[config.mk]
export PLATFORM = sky130hd
export DESIGN_NAME = cfg_header_regs
export DESIGN_NICKNAME = d
export VERILOG_FILES = /design/src/inc/cfg_header_pkg.sv /design/src/hdl/cfg_header_regs.sv
export SDC_FILE = /design/constraint.sdc
export NUM_CORES = 1
export LEC_CHECK = 0
export BUFFER_PORTS_ARGS = -buffer_cell sky130_fd_sc_hd__buf_2
export CAP_MARGIN = 0
export CORE_UTILIZATION = 36
export CTS_BUF_LIST = sky130_fd_sc_hd__clkbuf_2 sky130_fd_sc_hd__clkbuf_4 sky130_fd_sc_hd__clkbuf_8
export DETAILED_ROUTE_END_ITERATION = 12
export PLACE_DENSITY = 0.66
export SETUP_SLACK_MARGIN = 0.05
export SYNTH_ARGS = -nofsm -noshare
export SYNTH_HDL_FRONTEND = slang
export SYNTH_SLANG_ARGS = --single-unit
[constraint.sdc]
create_clock -name core_clk -period 1.5 [get_ports core_clk]
set_input_delay 0.3 -clock core_clk [delete_from_list [all_inputs] [get_ports core_clk]]
set_output_delay 0.3 -clock core_clk [all_outputs]
set_load 0.02 [all_outputs]
[src/inc/cfg_header_pkg.sv]
// Constants for the configuration header register bank
package cfg_header_pkg;
  // Register offsets within configuration space
  localparam logic [7:0] OFF_STATUS_CMD = 8'h04;
  localparam logic [7:0] OFF_CLASS_REV  = 8'h08;
  localparam logic [7:0] OFF_LINE_LAT   = 8'h0c;
  localparam logic [7:0] OFF_BASE_LOW   = 8'h10;

  // Status and command bit positions
  localparam int BIT_PARITY_SEEN   = 31;
  localparam int BIT_SYSERR_SENT   = 30;
  localparam int BIT_GOT_MABORT    = 29;
  localparam int BIT_GOT_TABORT    = 28;
  localparam int BIT_SENT_TABORT   = 27;
  localparam int BIT_SEL_TIMING_HI = 26;
  localparam int BIT_SEL_TIMING_LO = 25;
  localparam int BIT_MASTER_PARITY = 24;
  localparam int BIT_FAST_B2B      = 23;
  localparam int BIT_SPEED_66      = 21;
  localparam int BIT_CAP_LIST      = 20;
  localparam int BIT_SYSERR_EN     = 8;
  localparam int BIT_PARITY_EN     = 6;
  localparam int BIT_INITIATOR_EN  = 2;
  localparam int BIT_MEMSPACE_EN   = 1;
  localparam int BIT_IOSPACE_EN    = 0;

  // Medium select timing code
  localparam logic [1:0] SEL_TIMING_MEDIUM = 2'h1;

  // Class code and header values
  localparam logic [7:0] BASE_CLASS_VAL = 8'h06;
  localparam logic [7:0] SUB_CLASS_VAL  = 8'h80;
  localparam logic [7:0] PROG_IF_VAL    = 8'h00;
  localparam logic [7:0] HEADER_VAL     = 8'h00;
  // Silicon revision, value arbitrary
  localparam logic [7:0] SILICON_REV    = 8'h2a;

  // Cache line size and latency timer values
  localparam logic [7:0] CACHE_LINE_OK      = 8'h08;
  localparam logic [7:0] CACHE_LINE_RST     = 8'h00;
  localparam logic [7:0] LAT_RST_CONV       = 8'h00;
  localparam logic [7:0] LAT_RST_PCIX       = 8'h40;
  localparam logic [7:0] LAT_GRAIN_MASK     = 8'hf8;

  // Base address word layout
  localparam int         BASE_LSB      = 12;
  localparam logic [3:0] BASE_LOW_BITS = 4'h4;
  localparam logic [19:0] BASE_RST     = 20'h00000;
endpackage

[src/hdl/cfg_header_regs.sv]
// Configuration header register bank with status, command and base decode
`timescale 1ns/1ps
// How it works
// RULE1 - Parity error sets bit 31 regardless of parity enable; write one clears.
// RULE2 - Driving SYS_ERROR_REPORT_EN sets bit 30; write one clears, zero ignored.
// RULE3 - Own transaction master-abort, not special cycle, sets bit 29; write one clears.
// RULE4 - Own transaction target-abort sets bit 28; write one clears.
// RULE5 - Never signals target-abort; bit 27 reads zero.
// RULE6 - Select timing bits 26:25 report fixed medium timing.
// RULE7 - Bit 24 set on PARITY_RESPONSE_EN seen, own transfer, parity enabled; write one clears.
// RULE8 - SYS_ERROR_REPORT_EN driven only with bit 8 set, upon system error.
// RULE9 - PARITY_RESPONSE_EN driven only with bit 6 set, upon data parity error.
// RULE10 - Starts transactions only while bit 2 is set.
// RULE11 - Claims memory hits only while bit 1 is set.
// RULE12 - I/O enable bit 0 fixed zero; never answers I/O space.
// RULE13 - Fast back-to-back bit 23 reads one in PCI, zero in PCI-X.
// RULE14 - 66 MHz capable bit 21 always reads one.
// RULE15 - Capabilities list bit 20 always reads one.
// RULE16 - Class fields read 0x06, 0x80, 0x00 whatever is written.
// RULE17 - Bits 7:0 of class word report the silicon revision.
// RULE18 - Cache line size keeps 0x08 when written, else stores 0x00.
// RULE19 - After grant loss in a burst, stays owner at most timer clocks; ownerExpired rises after timer+1 clocks.
// RULE20 - Latency timer in 8-clock steps; resets 0x00 PCI, 0x40 PCI-X.
// RULE21 - Header type reads 0x00.
// RULE22 - Software writes base bits 31:12; device decodes memory there.
// RULE23 - Base word low bits read memory type 10b, not prefetchable, memory.
// RULE24 - Base bits 11:4 read zero, giving a 4 KiB window.
module cfg_header_regs (
  input  wire logic        core_clk,
  input  wire logic        sys_rst,
  // Bus mode strap pin, high in PCI-X mode
  input  wire logic        pcixModePin,
  // Configuration access port
  input  wire logic        cfgRead,
  input  wire logic        cfgWrite,
  input  wire logic [7:0]  cfgOffset,
  input  wire logic [3:0]  cfgByteEn,
  input  wire logic [31:0] cfgWdata,
  output logic      [31:0] cfgRdata,
  output logic             cfgAck,
  // Error events from bus logic
  input  wire logic        parityErrDetected,
  input  wire logic        dataParityErr,
  input  wire logic        perrObserved,
  input  wire logic        masterOfTransfer,
  input  wire logic        sysErrDetected,
  input  wire logic        masterAbortRcvd,
  input  wire logic        specialCycle,
  input  wire logic        targetAbortRcvd,
  // Error pins, open drain
  output logic             serrOut,
  output logic             serrOe,
  output logic             perrOut,
  output logic             perrOe,
  // Initiator side
  input  wire logic        startRequest,
  output logic             startGrant,
  input  wire logic        burstActive,
  input  wire logic        busGrant,
  output logic             ownerExpired,
  // Target side memory decode
  input  wire logic        memCycle,
  input  wire logic        ioCycle,
  input  wire logic [31:0] memAddr,
  output logic             memClaim,
  output logic             ioClaim,
  output logic             busInitiatorEn,
  output logic             memorySpaceEn
);

  ////////////////////////////////////////////////////////////////////////////
  typedef enum logic [2:0] {
    LT_IDLE    = 3'b001,
    LT_COUNT   = 3'b010,
    LT_EXPIRED = 3'b100
  } latState_t;

  typedef struct packed {
    logic        modeMeta;
    logic        modeSync;
    logic        paritySeen;
    logic        sysErrSent;
    logic        gotMAbort;
    logic        gotTAbort;
    logic        masterParity;
    logic        sysErrEn;
    logic        parityEn;
    logic        initiatorEn;
    logic        memSpaceEn;
    logic [7:0]  cacheLine;
    logic [7:0]  latTimer;
    logic [19:0] base;
    logic [31:0] rdata;
    logic        ack;
    logic        serrOe;
    logic        perrOe;
    logic        grant;
    logic        claim;
    logic        ioClaim;
    logic        serrLevel;
    logic        perrLevel;
    latState_t   latState;
    logic [7:0]  latCnt;
    logic        expired;
  } state_t;

  state_t st_r;
  state_t st_nxt;

  ////////////////////////////////////////////////////////////////////////////
  // Byte-lane merge for a writable field
  function automatic logic [31:0] laneMerge(input logic [31:0] old,
                                            input logic [31:0] wd,
                                            input logic [3:0]  be);
    logic [31:0] res;
    res = old;
    for (int i = 0; i < 4; i++) begin
      if (be[i]) begin
        res[i*8 +: 8] = wd[i*8 +: 8];
      end
    end
    return res;
  endfunction

  // Read value of a register
  function automatic logic [31:0] readWord(input state_t s, input logic [7:0] off);
    logic [31:0] w;
    w = 32'h00000000;
    if (off == cfg_header_pkg::OFF_STATUS_CMD) begin
      w[cfg_header_pkg::BIT_PARITY_SEEN]   = s.paritySeen;
      w[cfg_header_pkg::BIT_SYSERR_SENT]   = s.sysErrSent;
      w[cfg_header_pkg::BIT_GOT_MABORT]    = s.gotMAbort;
      w[cfg_header_pkg::BIT_GOT_TABORT]    = s.gotTAbort;
      w[cfg_header_pkg::BIT_SENT_TABORT]   = 1'b0; // RULE5
      w[cfg_header_pkg::BIT_SEL_TIMING_HI:cfg_header_pkg::BIT_SEL_TIMING_LO] =
        cfg_header_pkg::SEL_TIMING_MEDIUM; // RULE6
      w[cfg_header_pkg::BIT_MASTER_PARITY] = s.masterParity;
      w[cfg_header_pkg::BIT_FAST_B2B]      = ~s.modeSync; // RULE13
      w[cfg_header_pkg::BIT_SPEED_66]      = 1'b1; // RULE14
      w[cfg_header_pkg::BIT_CAP_LIST]      = 1'b1; // RULE15
      w[cfg_header_pkg::BIT_SYSERR_EN]     = s.sysErrEn;
      w[cfg_header_pkg::BIT_PARITY_EN]     = s.parityEn;
      w[cfg_header_pkg::BIT_INITIATOR_EN]  = s.initiatorEn;
      w[cfg_header_pkg::BIT_MEMSPACE_EN]   = s.memSpaceEn;
      w[cfg_header_pkg::BIT_IOSPACE_EN]    = 1'b0; // RULE12
    end else if (off == cfg_header_pkg::OFF_CLASS_REV) begin
      w = {cfg_header_pkg::BASE_CLASS_VAL, cfg_header_pkg::SUB_CLASS_VAL,
           cfg_header_pkg::PROG_IF_VAL, cfg_header_pkg::SILICON_REV}; // RULE16 RULE17
    end else if (off == cfg_header_pkg::OFF_LINE_LAT) begin
      w = {8'h00, cfg_header_pkg::HEADER_VAL, s.latTimer, s.cacheLine}; // RULE21
    end else if (off == cfg_header_pkg::OFF_BASE_LOW) begin
      w = {s.base, 8'h00, cfg_header_pkg::BASE_LOW_BITS}; // RULE23 RULE24
    end
    return w;
  endfunction

  ////////////////////////////////////////////////////////////////////////////
  logic        wrStatus;
  logic        wrLine;
  logic        wrBase;
  logic [31:0] w1c;
  logic [31:0] statusNow;
  logic [31:0] cmdMerged;
  logic [31:0] lineMerged;
  logic [31:0] baseMerged;
  logic        mAbortEv;
  logic        perrEv;

  always_comb begin
    st_nxt     = st_r;
    wrStatus   = cfgWrite && (cfgOffset == cfg_header_pkg::OFF_STATUS_CMD);
    wrLine     = cfgWrite && (cfgOffset == cfg_header_pkg::OFF_LINE_LAT);
    wrBase     = cfgWrite && (cfgOffset == cfg_header_pkg::OFF_BASE_LOW);
    w1c        = (wrStatus && cfgByteEn[3]) ? cfgWdata : 32'h00000000;
    statusNow  = readWord(st_r, cfg_header_pkg::OFF_STATUS_CMD);
    cmdMerged  = laneMerge(statusNow, cfgWdata, cfgByteEn);
    lineMerged = laneMerge(readWord(st_r, cfg_header_pkg::OFF_LINE_LAT),
                           cfgWdata, cfgByteEn);
    baseMerged = laneMerge(readWord(st_r, cfg_header_pkg::OFF_BASE_LOW),
                           cfgWdata, cfgByteEn);
    mAbortEv   = masterAbortRcvd && !specialCycle;
    perrEv     = (perrObserved || (dataParityErr && st_r.parityEn)) &&
                 masterOfTransfer && st_r.parityEn;

    // Mode strap synchroniser
    st_nxt.modeMeta = pcixModePin;
    st_nxt.modeSync = st_r.modeMeta;

    // Error flags, a new event wins over a clear
    st_nxt.paritySeen   = (st_r.paritySeen & ~w1c[cfg_header_pkg::BIT_PARITY_SEEN]) |
                          parityErrDetected; // RULE1
    st_nxt.sysErrSent   = (st_r.sysErrSent & ~w1c[cfg_header_pkg::BIT_SYSERR_SENT]) |
                          (sysErrDetected & st_r.sysErrEn); // RULE2
    st_nxt.gotMAbort    = (st_r.gotMAbort & ~w1c[cfg_header_pkg::BIT_GOT_MABORT]) |
                          mAbortEv; // RULE3
    st_nxt.gotTAbort    = (st_r.gotTAbort & ~w1c[cfg_header_pkg::BIT_GOT_TABORT]) |
                          targetAbortRcvd; // RULE4
    st_nxt.masterParity = (st_r.masterParity & ~w1c[cfg_header_pkg::BIT_MASTER_PARITY]) |
                          perrEv; // RULE7

    if (wrStatus) begin
      st_nxt.sysErrEn    = cmdMerged[cfg_header_pkg::BIT_SYSERR_EN];
      st_nxt.parityEn    = cmdMerged[cfg_header_pkg::BIT_PARITY_EN];
      st_nxt.initiatorEn = cmdMerged[cfg_header_pkg::BIT_INITIATOR_EN];
      st_nxt.memSpaceEn  = cmdMerged[cfg_header_pkg::BIT_MEMSPACE_EN];
    end
    if (wrLine && cfgByteEn[0]) begin
      st_nxt.cacheLine = (cfgWdata[7:0] == cfg_header_pkg::CACHE_LINE_OK) ?
                         cfg_header_pkg::CACHE_LINE_OK :
                         cfg_header_pkg::CACHE_LINE_RST; // RULE18
    end
    if (wrLine) begin
      st_nxt.latTimer = lineMerged[15:8] & cfg_header_pkg::LAT_GRAIN_MASK; // RULE20
    end
    if (wrBase) begin
      st_nxt.base = baseMerged[31:cfg_header_pkg::BASE_LSB]; // RULE22
    end

    // Configuration answer one cycle after the request
    st_nxt.ack   = cfgRead || cfgWrite;
    st_nxt.rdata = cfgRead ? readWord(st_r, cfgOffset) : 32'h00000000;

    // Error pins
    st_nxt.serrOe = sysErrDetected && st_r.sysErrEn; // RULE8
    st_nxt.perrOe = dataParityErr && st_r.parityEn; // RULE9
    // Open drain pins only ever pull low
    st_nxt.serrLevel = 1'b0;
    st_nxt.perrLevel = 1'b0;

    // Initiator start and target claim
    st_nxt.grant = startRequest && st_r.initiatorEn; // RULE10
    st_nxt.claim = memCycle && st_r.memSpaceEn &&
                   (memAddr[31:cfg_header_pkg::BASE_LSB] == st_r.base); // RULE11 RULE22
    // I/O cycles gated by the hard-wired-off I/O enable
    st_nxt.ioClaim = ioCycle && statusNow[cfg_header_pkg::BIT_IOSPACE_EN]; // RULE12

    // Latency timer after grant loss
    st_nxt.expired = 1'b0;
    case (st_r.latState)
      LT_IDLE: begin
        if (burstActive && !busGrant) begin
          st_nxt.latCnt = st_r.latTimer;
          if (st_r.latTimer == 8'h00) begin
            st_nxt.latState = LT_EXPIRED;
            st_nxt.expired  = 1'b1;
          end else begin
            st_nxt.latState = LT_COUNT;
          end
        end
      end
      LT_COUNT: begin
        if (!burstActive || busGrant) begin
          st_nxt.latState = LT_IDLE;
        end else if (st_r.latCnt == 8'h01) begin
          st_nxt.latState = LT_EXPIRED; // RULE19
          st_nxt.expired  = 1'b1;
          st_nxt.latCnt   = 8'h00;
        end else begin
          st_nxt.latCnt = st_r.latCnt - 8'h01;
        end
      end
      LT_EXPIRED: begin
        st_nxt.expired = burstActive && !busGrant;
        if (!st_nxt.expired) begin
          st_nxt.latState = LT_IDLE;
        end
      end
      default: begin
        st_nxt.latState = LT_IDLE;
      end
    endcase

    if (sys_rst) begin
      st_nxt.paritySeen   = 1'b0;
      st_nxt.sysErrSent   = 1'b0;
      st_nxt.gotMAbort    = 1'b0;
      st_nxt.gotTAbort    = 1'b0;
      st_nxt.masterParity = 1'b0;
      st_nxt.sysErrEn     = 1'b0;
      st_nxt.parityEn     = 1'b0;
      st_nxt.initiatorEn  = 1'b0;
      st_nxt.memSpaceEn   = 1'b0;
      st_nxt.cacheLine    = cfg_header_pkg::CACHE_LINE_RST;
      st_nxt.latTimer     = st_r.modeSync ? cfg_header_pkg::LAT_RST_PCIX :
                                            cfg_header_pkg::LAT_RST_CONV; // RULE20
      st_nxt.base         = cfg_header_pkg::BASE_RST;
      st_nxt.rdata        = 32'h00000000;
      st_nxt.ack          = 1'b0;
      st_nxt.serrOe       = 1'b0;
      st_nxt.perrOe       = 1'b0;
      st_nxt.grant        = 1'b0;
      st_nxt.claim        = 1'b0;
      st_nxt.ioClaim      = 1'b0;
      st_nxt.serrLevel    = 1'b0;
      st_nxt.perrLevel    = 1'b0;
      st_nxt.latState     = LT_IDLE;
      st_nxt.latCnt       = 8'h00;
      st_nxt.expired      = 1'b0;
    end
  end

  always_ff @(posedge core_clk) begin
    st_r <= st_nxt;
  end

  ////////////////////////////////////////////////////////////////////////////
  assign cfgRdata       = st_r.rdata;
  assign cfgAck         = st_r.ack;
  assign serrOut        = st_r.serrLevel;
  assign serrOe         = st_r.serrOe;
  assign perrOut        = st_r.perrLevel;
  assign perrOe         = st_r.perrOe;
  assign startGrant     = st_r.grant;
  assign ownerExpired   = st_r.expired;
  assign memClaim       = st_r.claim;
  assign ioClaim        = st_r.ioClaim;
  assign busInitiatorEn = st_r.initiatorEn;
  assign memorySpaceEn  = st_r.memSpaceEn;
endmodule

==> impl_metrics.tcl, run 1 <==
set metrics [dict create \
    run_status "finished with violations" \
    violations "setup timing" \
    commonest_cells_after_routing_fill_and_taps_aside "sky130_fd_sc_hd__buf_2 (113), sky130_fd_sc_hd__dfxtp_1 (70), sky130_fd_sc_hd__buf_4 (42)" \
    crit_path_start "st_r[11]" \
    cts_inserted_buffers 9 \
    synth_edf_count 5 \
    synth.cell_area_mm2 0.00377 \
    initial_utilization_pct 36.9 \
    worst_skew_pair.late_latency_ns 0.37 \
    report.final.hold_viol_count 0 \
    finalNetCount 622 \
    gp_routability_congestion 0.840 \
    drt_pass1_iterations 4 \
    cp.arrival_ns 1.91 \
    cap_violations 0 \
    core.rowCount 37 \
    crit_type "reg -> reg" \
    postSynthRegisterBits 81 \
    timing.hold.worst.start "pcixModePin" \
    critical_path_peak_fanout 6 \
    detailed_route_via_count 3309 \
    cts-htree-levels 3 \
    fin_setup_tns_ns -0.653 \
    die_width_um 104 \
    antenna_cell_count 0 \
    cts_root_buffer "sky130_fd_sc_hd__clkbuf_8" \
    antenna_found_initial 0 \
    synth_sequential_area_ratio_pct 44.3 \
    maximum_number_of_pins_on_one_net_before_global_route_repair 23 \
    grt_usage_pct 18.5 \
    end_kind "register" \
    worst_r2r_path_depth 5 \
    area_growth_pct 34.1 \
    rr_startpoint "st_r[11]" \
    placement.cell_area_mm2 0.00464 \
    fin_area_mm2 0.00506 \
    fin_crit_ns 1.63 \
    ir_worst_vdd_mv 0.565 \
    vias_in_the_first_global_route 3265 \
    cts-root-to-sink-buffers 2 \
    core-area_mm2 0.0102 \
    drive_gt1_share_pct 42.6 \
    die_area_mm2 0.0109 \
    hold_depth 1 \
    worst-r2r-setup-slack_ns -0.13 \
    syn_area_per_cell_um2 9.55 \
    cts_tree "done" \
    final_critical_path_setup_slack_ns -0.125 \
    ys.warnings.count 0 \
    min_period_over_period_pct 108 \
    placement.io_buffers 113 \
    wl_per_cell_um 15.1 \
    route.final.wire_length_mm 10.1 \
    power_per_cell_area_mw_per_mm2 881 \
    global_route_overflow 0 \
    post-route-drc-count 0 \
    cts.sink_count 81 \
    drt-initial-drc-count 254 \
    io-pin-count 137 \
    finalClockSkew_ns 0.0130 \
    layout_commonest_cell "sky130_fd_sc_hd__buf_2" \
    timing.hold.ws_ns 0.0373 \
    maxClockFrequency_ghz 0.615 \
    route.antenna.remaining_nets 0 \
    detailed_place_hpwl_mm 7.45 \
    cp-start-kind "register" \
    routed_via_density 4.96 \
    post_synthesis_async_set_or_reset_flop_share_pct 0 \
    grt_setup_unrepaired "yes" \
    drv_slew 0 \
    design_power_total_w 0.00445 \
    placed_cells_incl_taps 646 \
    die_height_um 104 \
    grt_pass1_wl_mm 15.8 \
    worst_ep_required_time_ns 1.79 \
    timing.final.setup_violations 9 \
    power_leakage_nw 2.14 \
    synth_cell_types 57 \
    synth_ff_type "sky130_fd_sc_hd__dfxtp_1" \
    layoutNonFillerInstCount 667 \
    hold_class "in -> reg" \
    netlist_instances 395 \
    cts.clk_slew.worst_paths_ns 0.09 \
    cts-hold-fix-buffers 0 \
]
-- metal layers --
layer	global-route usage [%]	wire length, um	vias up
met1	23.9	4620	1557
li1	-	-	1615
met5	0	0	-
met2	30.0	4770	118
met3	3.01	417	19
met4	8.67	259	0
-- report_power, final --
group	internal [W]	switching (W)
registers	0.00220	0.0000247
logic	0.000251	0.000264
clock network	0.000805	0.000904
-- worst max-delay path, stage by stage (launching register included) --
cell                       delay (ns)
sky130_fd_sc_hd__dfxtp_2         0.33
sky130_fd_sc_hd__or3b_4          0.40
sky130_fd_sc_hd__a211oi_4        0.35
sky130_fd_sc_hd__buf_6           0.17
sky130_fd_sc_hd__nand4_1         0.12
sky130_fd_sc_hd__a31oi_1         0.19
-- final timing paths --
path | to
worst min-delay path | st_nxt[97]
worst max-delay path | st_r[6]
worst min register to register | st_r[97]
worst max register to register | st_r[6]
-- Yosys cell counts, types with 5 or more instances --
master	count	area share (%)
sky130_fd_sc_hd__nand4_1	13	2.2
sky130_fd_sc_hd__edfxtp_1	5	4.0
sky130_fd_sc_hd__buf_4	35	7.0
sky130_fd_sc_hd__nor3_1	6	0.80
sky130_fd_sc_hd__mux2i_1	21	5.6
sky130_fd_sc_hd__a21oi_1	12	1.6
sky130_fd_sc_hd__nand3_1	5	0.66
sky130_fd_sc_hd__nor3b_1	8	1.6
sky130_fd_sc_hd__a31oi_1	5	0.83
sky130_fd_sc_hd__dfxtp_1	76	40
sky130_fd_sc_hd__nand2_1	14	1.4
sky130_fd_sc_hd__and2_1	16	2.7
sky130_fd_sc_hd__o21ai_0	16	2.1
sky130_fd_sc_hd__xnor2_1	17	3.9
sky130_fd_sc_hd__a22o_1	9	2.1
sky130_fd_sc_hd__xor2_1	5	1.2
sky130_fd_sc_hd__a211oi_1	5	1.0
sky130_fd_sc_hd__nor2b_1	6	1.0
sky130_fd_sc_hd__nand2b_1	5	0.83
sky130_fd_sc_hd__clkbuf_1	10	1.0
sky130_fd_sc_hd__nor2_1	35	3.5
sky130_fd_sc_hd__inv_1	10	1.0
-- through the flow --
| stage | util (%) | setup WS, ns |
|---|---|---|
| 3_3_place_gp | 45.4 | -0.165 |
| 2_1_floorplan | - | -0.0321 |
| 6_report | 49.4 | -0.125 |
| 5_1_grt | 49.4 | -0.201 |
| 3_5_place_dp | 45.4 | -0.190 |
| 4_1_cts | 48.3 | -0.0945 |
-- repair_timing --
item	CTS	global route
resized for setup	13	30
cloned	0	0
buffers inserted	6	1
pin swaps	9	19
endpoints found under the setup margin	10	11
-- registers in the layout, summed over array words and instances, names as in the netlist --
signal / flops
st_nxt: 1
startGrant: 1
busInitiatorEn: 1
cfgAck: 1
memClaim: 1
st_r: 45
perrOe: 1
cfgRdata: 27
memorySpaceEn: 1
serrOe: 1
ownerExpired: 1
-- layout make-up --
type,count,area (um2)
inverters,10,37.5
clock buffers,9,124
fillers,942,5170
flip-flops and latches,81,1680
clock inverters,7,83.8
repair buffers,165,1030
multi-input cells,259,1930
well taps,136,170
-- kinds of logic (layout without fill, tap and decap cells) --
logic type / count (synthesis) / in the layout / share of synthesized area, %
xor gates and xnor gates: 22 / 22 / 5.11
AOI/OAI and AO/OA: 69 / 69 / 12.7
buffers and inverters: 62 / 191 / 10.0
adders and majority gates: 2 / 2 / 0.663
muxes: 21 / 21 / 5.57
DFF: 81 / 81 / 44.3
other: 1 / 8 / 0.0994
and+or+nand+nor: 137 / 137 / 21.5
Note: power is estimated with default switching activity, not from simulation.
==> run 2: changes to the inputs <==
--- a/config.mk
+++ b/config.mk
@@ -11,6 +11,7 @@
 export CTS_BUF_LIST = sky130_fd_sc_hd__clkbuf_2 sky130_fd_sc_hd__clkbuf_4 sky130_fd_sc_hd__clkbuf_8
 export DETAILED_ROUTE_END_ITERATION = 12
 export PLACE_DENSITY = 0.66
+export REMOVE_ABC_BUFFERS = 1
 export SETUP_SLACK_MARGIN = 0.05
 export SYNTH_ARGS = -nofsm -noshare
 export SYNTH_HDL_FRONTEND = slang
==> constraint.sdc (replaced) <==
create_clock -name core_clk -period 1.35 [get_ports core_clk]
set_input_delay 0.27 -clock core_clk [delete_from_list [all_inputs] [get_ports core_clk]]
set_output_delay 0.27 -clock core_clk [all_outputs]
set_load 0.02 [all_outputs]
==> run 2 against run 1 <==
The flow still finishes with violations (setup timing). Register-to-register slack lost 0.19 ns. Sequential power grew 11%. Utilization grew 0.83 points. Die area is the same. Setup slack lost 0.19 ns. Critical path depth grew 3. Via count grew 1.0%. Worst hold slack lost 0.012 ns. Clock power grew 11%. First-iteration DRC count shrank 58%. Cell area grew 1.7%. Combinational power grew 7.8%. Critical path type unchanged. Critical endpoint is now ownerExpired. Largest cell class unchanged. Highest routed layer unchanged.
==> impl_metrics.tcl, run 2 (synthesis results as in run 1) <==
set metrics [dict create \
    maxClockFrequency_ghz 0.599 \
    violations "setup timing" \
    area.sequential_mm2 0.00169 \
    design_power_total_w 0.00493 \
    post-route-drc-count 0 \
    fin_crit_ns 1.67 \
    timing.hold.ws_ns 0.0256 \
    power.switching_fraction_pct 25.2 \
    critical_path.max_stage_delay_ns 0.49 \
    die_width_um 104 \
    grt_setup_unrepaired "yes" \
    initial_utilization_pct 36.9 \
    run_status "finished with violations" \
    min_period_over_period_pct 124 \
    cts-root-to-sink-buffers 2 \
    area_used_by_multi_input_combinational_logic_mm2 0.00189 \
    cellInternalPower_w 0.00369 \
    power_leakage_nw 2.21 \
    detailed_place_hpwl_mm 7.74 \
    drv_slew 0 \
    ir_worst_vdd_mv 0.590 \
    power_per_cell_area_mw_per_mm2 959 \
    antenna_cell_count 0 \
    io-pin-count 137 \
    worst_ep_required_time_ns 1.64 \
    wl_per_cell_um 15.4 \
    antenna_found_initial 0 \
    drt-initial-drc-count 107 \
    net-switching-power_w 0.00124 \
    cp.arrival_ns 1.96 \
    pwr-share-seq_pct 50.2 \
    critical_path_s_slowest_cell "sky130_fd_sc_hd__or4b_4" \
    grt_usage_pct 18.8 \
    finalClockSkew_ns 0.0122 \
    die_area_mm2 0.0109 \
    cts.clk_slew.worst_paths_ns 0.08 \
    commonest_cells_after_routing_fill_and_taps_aside "sky130_fd_sc_hd__buf_2 (112), sky130_fd_sc_hd__dfxtp_1 (66), sky130_fd_sc_hd__buf_4 (55)" \
    detailed_route_via_count 3342 \
    cp-start-kind "register" \
    timing.final.setup_violations 11 \
    critical_path.cell_chain "inv_2 > ha_4 > nor3b_2 > buf_4 > a211oi_4 > buf_6 > or4b_4 > a21oi_2" \
    route.final.wire_length_mm 10.5 \
    report.final.hold_viol_count 0 \
    grt_pass1_wl_mm 16.0 \
    fillers 967 \
    critical_path_peak_fanout 4 \
    crit_type "reg -> reg" \
    cts-htree-levels 3 \
    worst_skew_pair.late_latency_ns 0.36 \
    drive_gt1_share_pct 44.3 \
    core.rowCount 37 \
    drt_pass1_iterations 4 \
    cts_tree "done" \
    power.combinational.fraction_pct 11.3 \
    core-area_mm2 0.0102 \
    maximum_number_of_pins_on_one_net_before_global_route_repair 23 \
    gp_routability_congestion 0.833 \
    routed_via_density 4.91 \
    register_with_the_most_flip_flops "st_r" \
    vias_in_the_first_global_route 3147 \
    cts.sink_count 81 \
    area_growth_pct 36.3 \
    global_route_overflow 0 \
    placement.io_buffers 113 \
    max_reg_flops 45 \
    cts_inserted_buffers 9 \
    end_kind "register" \
    final_critical_path_setup_slack_ns -0.320 \
    route.antenna.remaining_nets 0 \
    cap_violations 0 \
    die_height_um 104 \
    layout_commonest_cell "sky130_fd_sc_hd__buf_2" \
    cts_root_buffer "sky130_fd_sc_hd__clkbuf_8" \
    hold_class "in -> reg" \
    share_clk_of_total_power_pct 38.6 \
    finalNetCount 635 \
]
==> run 2: final timing paths <==
kind	start	endpoint	slack [ns]	depth (start not counted)
min	pcixModePin	st_nxt[97]	0.03	1
max reg2reg	st_r[2]	ownerExpired	-0.32	8
min reg2reg	st_nxt[97]	st_r[97]	0.34	0
max	st_r[2]	ownerExpired	-0.32	8
==> run 2: power groups by stage <==
stage / logic [W] / clock network [W] / registers (W)
finish: 0.000555 / 0.00190 / 0.00248
global route: 0.000604 / 0.00206 / 0.00248
CTS: 0.000532 / 0.00195 / 0.00248
detailed placement: 0.000517 / 0 / 0.00253
global placement: 0.000513 / 0 / 0.00253
floorplan: 0.000192 / 0 / 0.00254
==> run 2: area by class of cell <==
cell class | count | share of cell area (%)
Timing Repair Buffer | 178 | 22.2
Clock buffer | 11 | 2.94
Multi-Input combinational cell | 259 | 36.8
Tap cell | 136 | 3.31
Clock inverter | 5 | 1.19
Inverter | 10 | 0.730
Sequential cell | 81 | 32.8
==> run 2: per-layer routing <==
| layer | up-vias | share of wire, % | track usage (%) |
|---|---|---|---|
| li1 | 1637 | - | - |
| met1 | 1575 | 46 | 25.0 |
| met2 | 120 | 47 | 30.5 |
| met3 | 10 | 5.5 | 3.88 |
| met4 | 0 | 1.3 | 6.02 |
| met5 | - | 0 | 0 |
==> run 2: repair_timing <==
item / in CTS / in global routing
resized for setup: 21 / 28
buffers inserted: 5 / 4
hold buffers: 0 / 0
endpoints found under the setup margin: 13 / 24
pin swaps: 15 / 17
==> run 2: worst max-delay path: cells and delay by family (launching register included) <==
| kind | cells | cell delay, ns |
|---|---|---|
| buf+inv | 3 | 0.36 |
| simple gates | 2 | 0.62 |
| fa+ha+maj | 1 | 0.11 |
| flops | 1 | 0.33 |
| compound gates | 2 | 0.19 |
==> run 2: stage by stage <==
step / util (%) / TNS [ns] / area, um2 / setup slack, ns / cells
2_1_floorplan: - / -7.71 / 3460 / -0.269 / 350
3_3_place_gp: 45.8 / -12.58 / 4680 / -0.290 / 656
3_5_place_dp: 45.8 / -14.10 / 4680 / -0.343 / 656
4_1_cts: 48.9 / -2.15 / 5000 / -0.329 / 676
5_1_grt: 50.3 / -3.24 / 5140 / -0.399 / 680
6_report: 50.3 / -2.40 / 5140 / -0.320 / 680
==> run 3: changes to the inputs <==
--- a/config.mk
+++ b/config.mk
@@ -5,12 +5,12 @@
 export SDC_FILE = /design/constraint.sdc
 export NUM_CORES = 1
 export LEC_CHECK = 0
-export BUFFER_PORTS_ARGS = -buffer_cell sky130_fd_sc_hd__buf_2
 export CAP_MARGIN = 0
-export CORE_UTILIZATION = 36
+export CORE_UTILIZATION = 59
 export CTS_BUF_LIST = sky130_fd_sc_hd__clkbuf_2 sky130_fd_sc_hd__clkbuf_4 sky130_fd_sc_hd__clkbuf_8
 export DETAILED_ROUTE_END_ITERATION = 12
-export PLACE_DENSITY = 0.66
+export DONT_BUFFER_PORTS = 1
+export PLACE_DENSITY = 0.8
 export REMOVE_ABC_BUFFERS = 1
 export SETUP_SLACK_MARGIN = 0.05
 export SYNTH_ARGS = -nofsm -noshare
==> run 3 against run 2 <==
The flow still finishes with violations (setup timing). Largest power group unchanged. Total power fell by 9.9%. Highest routed layer unchanged. Clock skew fell by 0.00072 ns. Cell area fell by 15%. First-iteration DRC count rose by 78%. Die area fell by 38%. Via count fell by 10%. Register-to-register slack improved by 0.06 ns. Clock-buffer cell count fell by 1. Final cell count fell by 28%. Largest cell class unchanged.
==> impl_metrics.tcl, run 3 (synthesis results as in run 1) <==
set metrics [dict create \
    cts_inserted_buffers 9 \
    fin_setup_tns_ns -1.74 \
    global_route_overflow 0 \
    share_clk_of_total_power_pct 36.0 \
    max_reg_flops 45 \
    placement.cell_area_mm2 0.00389 \
    cts_root_buffer "sky130_fd_sc_hd__clkbuf_8" \
    area.sequential_mm2 0.00169 \
    antenna_found_initial 0 \
    drt-initial-drc-count 190 \
    grt_pass1_wl_mm 14.0 \
    drive_gt1_share_pct 26.1 \
    route.antenna.remaining_nets 0 \
    timing.critical_path.buf_inv 1 \
    critical_path.cell_chain "inv_2 > ha_4 > nor3b_4 > a211oi_4 > or4b_4 > a21oi_2" \
    min_period_over_period_pct 119 \
    maximum_number_of_pins_on_one_net_before_global_route_repair 35 \
    run_status "finished with violations" \
    fillers 426 \
    drt_pass1_iterations 5 \
    vias_in_the_first_global_route 2928 \
    cap_violations 0 \
    io-pin-count 137 \
    crit_type "reg -> reg" \
    cts.sink_count 81 \
    layout_commonest_cell "sky130_fd_sc_hd__dfxtp_1" \
    core.rowCount 28 \
    placed_cells_incl_taps 467 \
    die_height_um 82.0 \
    cts-htree-levels 3 \
    area_growth_pct 15.3 \
    place_worst_setup_slack_ns -0.301 \
    power_per_cell_area_mw_per_mm2 1020 \
    net-switching-power_w 0.00113 \
    final_critical_path_setup_slack_ns -0.259 \
    end_kind "register" \
    hold_class "in -> reg" \
    timing.final.setup_violations 11 \
    finalClockSkew_ns 0.0115 \
    area_used_by_multi_input_combinational_logic_mm2 0.00191 \
    detailed_place_hpwl_mm 6.31 \
    pwr-share-seq_pct 55.7 \
    register_with_the_most_flip_flops "st_r" \
    critical_path_peak_fanout 8 \
    fin_area_mm2 0.00435 \
    grt_usage_pct 28.4 \
    cp.arrival_ns 1.90 \
    layout.core_utilization_pct 71.7 \
    ir_worst_vdd_mv 0.754 \
    report.final.hold_viol_count 0 \
    initial_utilization_pct 62.2 \
    drv_slew 0 \
    cts-root-to-sink-buffers 2 \
    wl_per_cell_um 18.5 \
    maxClockFrequency_ghz 0.622 \
    violations "setup timing" \
    finalNetCount 509 \
    die_area_mm2 0.00672 \
    commonest_cells_after_routing_fill_and_taps_aside "sky130_fd_sc_hd__dfxtp_1 (69), sky130_fd_sc_hd__buf_4 (43), sky130_fd_sc_hd__nor2_1 (34)" \
    cp-start-kind "register" \
    grt_setup_unrepaired "yes" \
    cellInternalPower_w 0.00332 \
    route.final.wire_length_mm 9.13 \
    routed_via_density 6.10 \
    fin_crit_ns 1.61 \
    critical_path.max_stage_delay_ns 0.53 \
    die_width_um 82.0 \
    critical-path-top-delay-family "simple AND/OR/NAND/NOR gates" \
    cts_tree "done" \
    cts.clk_slew.worst_paths_ns 0.09 \
    worst_skew_pair.late_latency_ns 0.35 \
    layoutNonFillerInstCount 493 \
    post-route-drc-count 0 \
    antenna_cell_count 0 \
    detailed_route_via_count 3008 \
    critical_path_s_slowest_cell "sky130_fd_sc_hd__or4b_4" \
    power.combinational.fraction_pct 8.3 \
    power.switching_fraction_pct 25.4 \
    placement.io_buffers 0 \
    worst_ep_required_time_ns 1.64 \
    gp_routability_congestion 0.848 \
    core-area_mm2 0.00606 \
    power_leakage_nw 1.63 \
]
run 3: changes by cell type in the layout (fill, tap and decap cells not counted), sizes merged:
| cell | change |
|---|---|
| dlygate4sd3 | +3 |
| bufinv | -1 |
| clkbuf | -1 |
| inv | -2 |
| buf | -129 |
| clkinv | +4 |
run 3: worst paths after layout:
path,startpoint,end,slack (ns),cells after the start
worst max-delay path,st_r[2],ownerExpired,-0.26,6
worst min-delay path,cfgWdata[28],st_r[93],0.02,1
worst max register to register,st_r[2],ownerExpired,-0.26,6
worst min register to register,st_nxt[97],st_r[97],0.34,0
run 3: metal layers:
layer / track usage [%] / wire [um] / vias up
met5: 0 / 0 / -
met4: 14.0 / 189 / 0
met2: 45.0 / 4420 / 155
met1: 36.2 / 3720 / 1447
met3: 6.33 / 800 / 19
li1: - / - / 1387
run 3: through the flow:
stage                     hold slack (ns)  power, W
after floorplan                     0.298   0.00273
after global placement              0.298   0.00282
after detailed placement            0.298   0.00283
after CTS                         0.00896   0.00443
after global routing               0.0185   0.00462
final                              0.0162   0.00445
run 3: area by class of cell:
type / count / share of cell area (%)
tap: 75 / 2.16
multi-input combinational: 259 / 43.9
inverter: 10 / 0.863
sequential: 81 / 38.8
clock inverter: 6 / 1.04
timing repair buffer: 52 / 10.3
clock buffer: 10 / 3.02
run 3: power by group through the flow:
stage	Combinational (W)	Clock, W	Sequential [W]
4_1_cts	0.000347	0.00161	0.00248
5_1_grt	0.000405	0.00173	0.00248
2_1_floorplan	0.000192	0	0.00254
6_report	0.000369	0.00160	0.00248
3_3_place_gp	0.000288	0	0.00253
3_5_place_dp	0.000295	0	0.00253
run 3: worst register-to-register path: stages, from the launching register on:
cell                       delay (ns)
sky130_fd_sc_hd__dfxtp_2         0.33
sky130_fd_sc_hd__inv_2           0.07
sky130_fd_sc_hd__ha_4            0.12
sky130_fd_sc_hd__nor3b_4         0.23
sky130_fd_sc_hd__a211oi_4        0.14
sky130_fd_sc_hd__or4b_4          0.53
sky130_fd_sc_hd__a21oi_2         0.13
run 3: repair_timing:
action / CTS / global route
buffers inserted: 6 / 2
hold endpoints to repair: 38 / 0
setup endpoints to repair: 12 / 13
resized for setup: 26 / 20
hold buffers: 4 / 0
pin swaps: 20 / 18
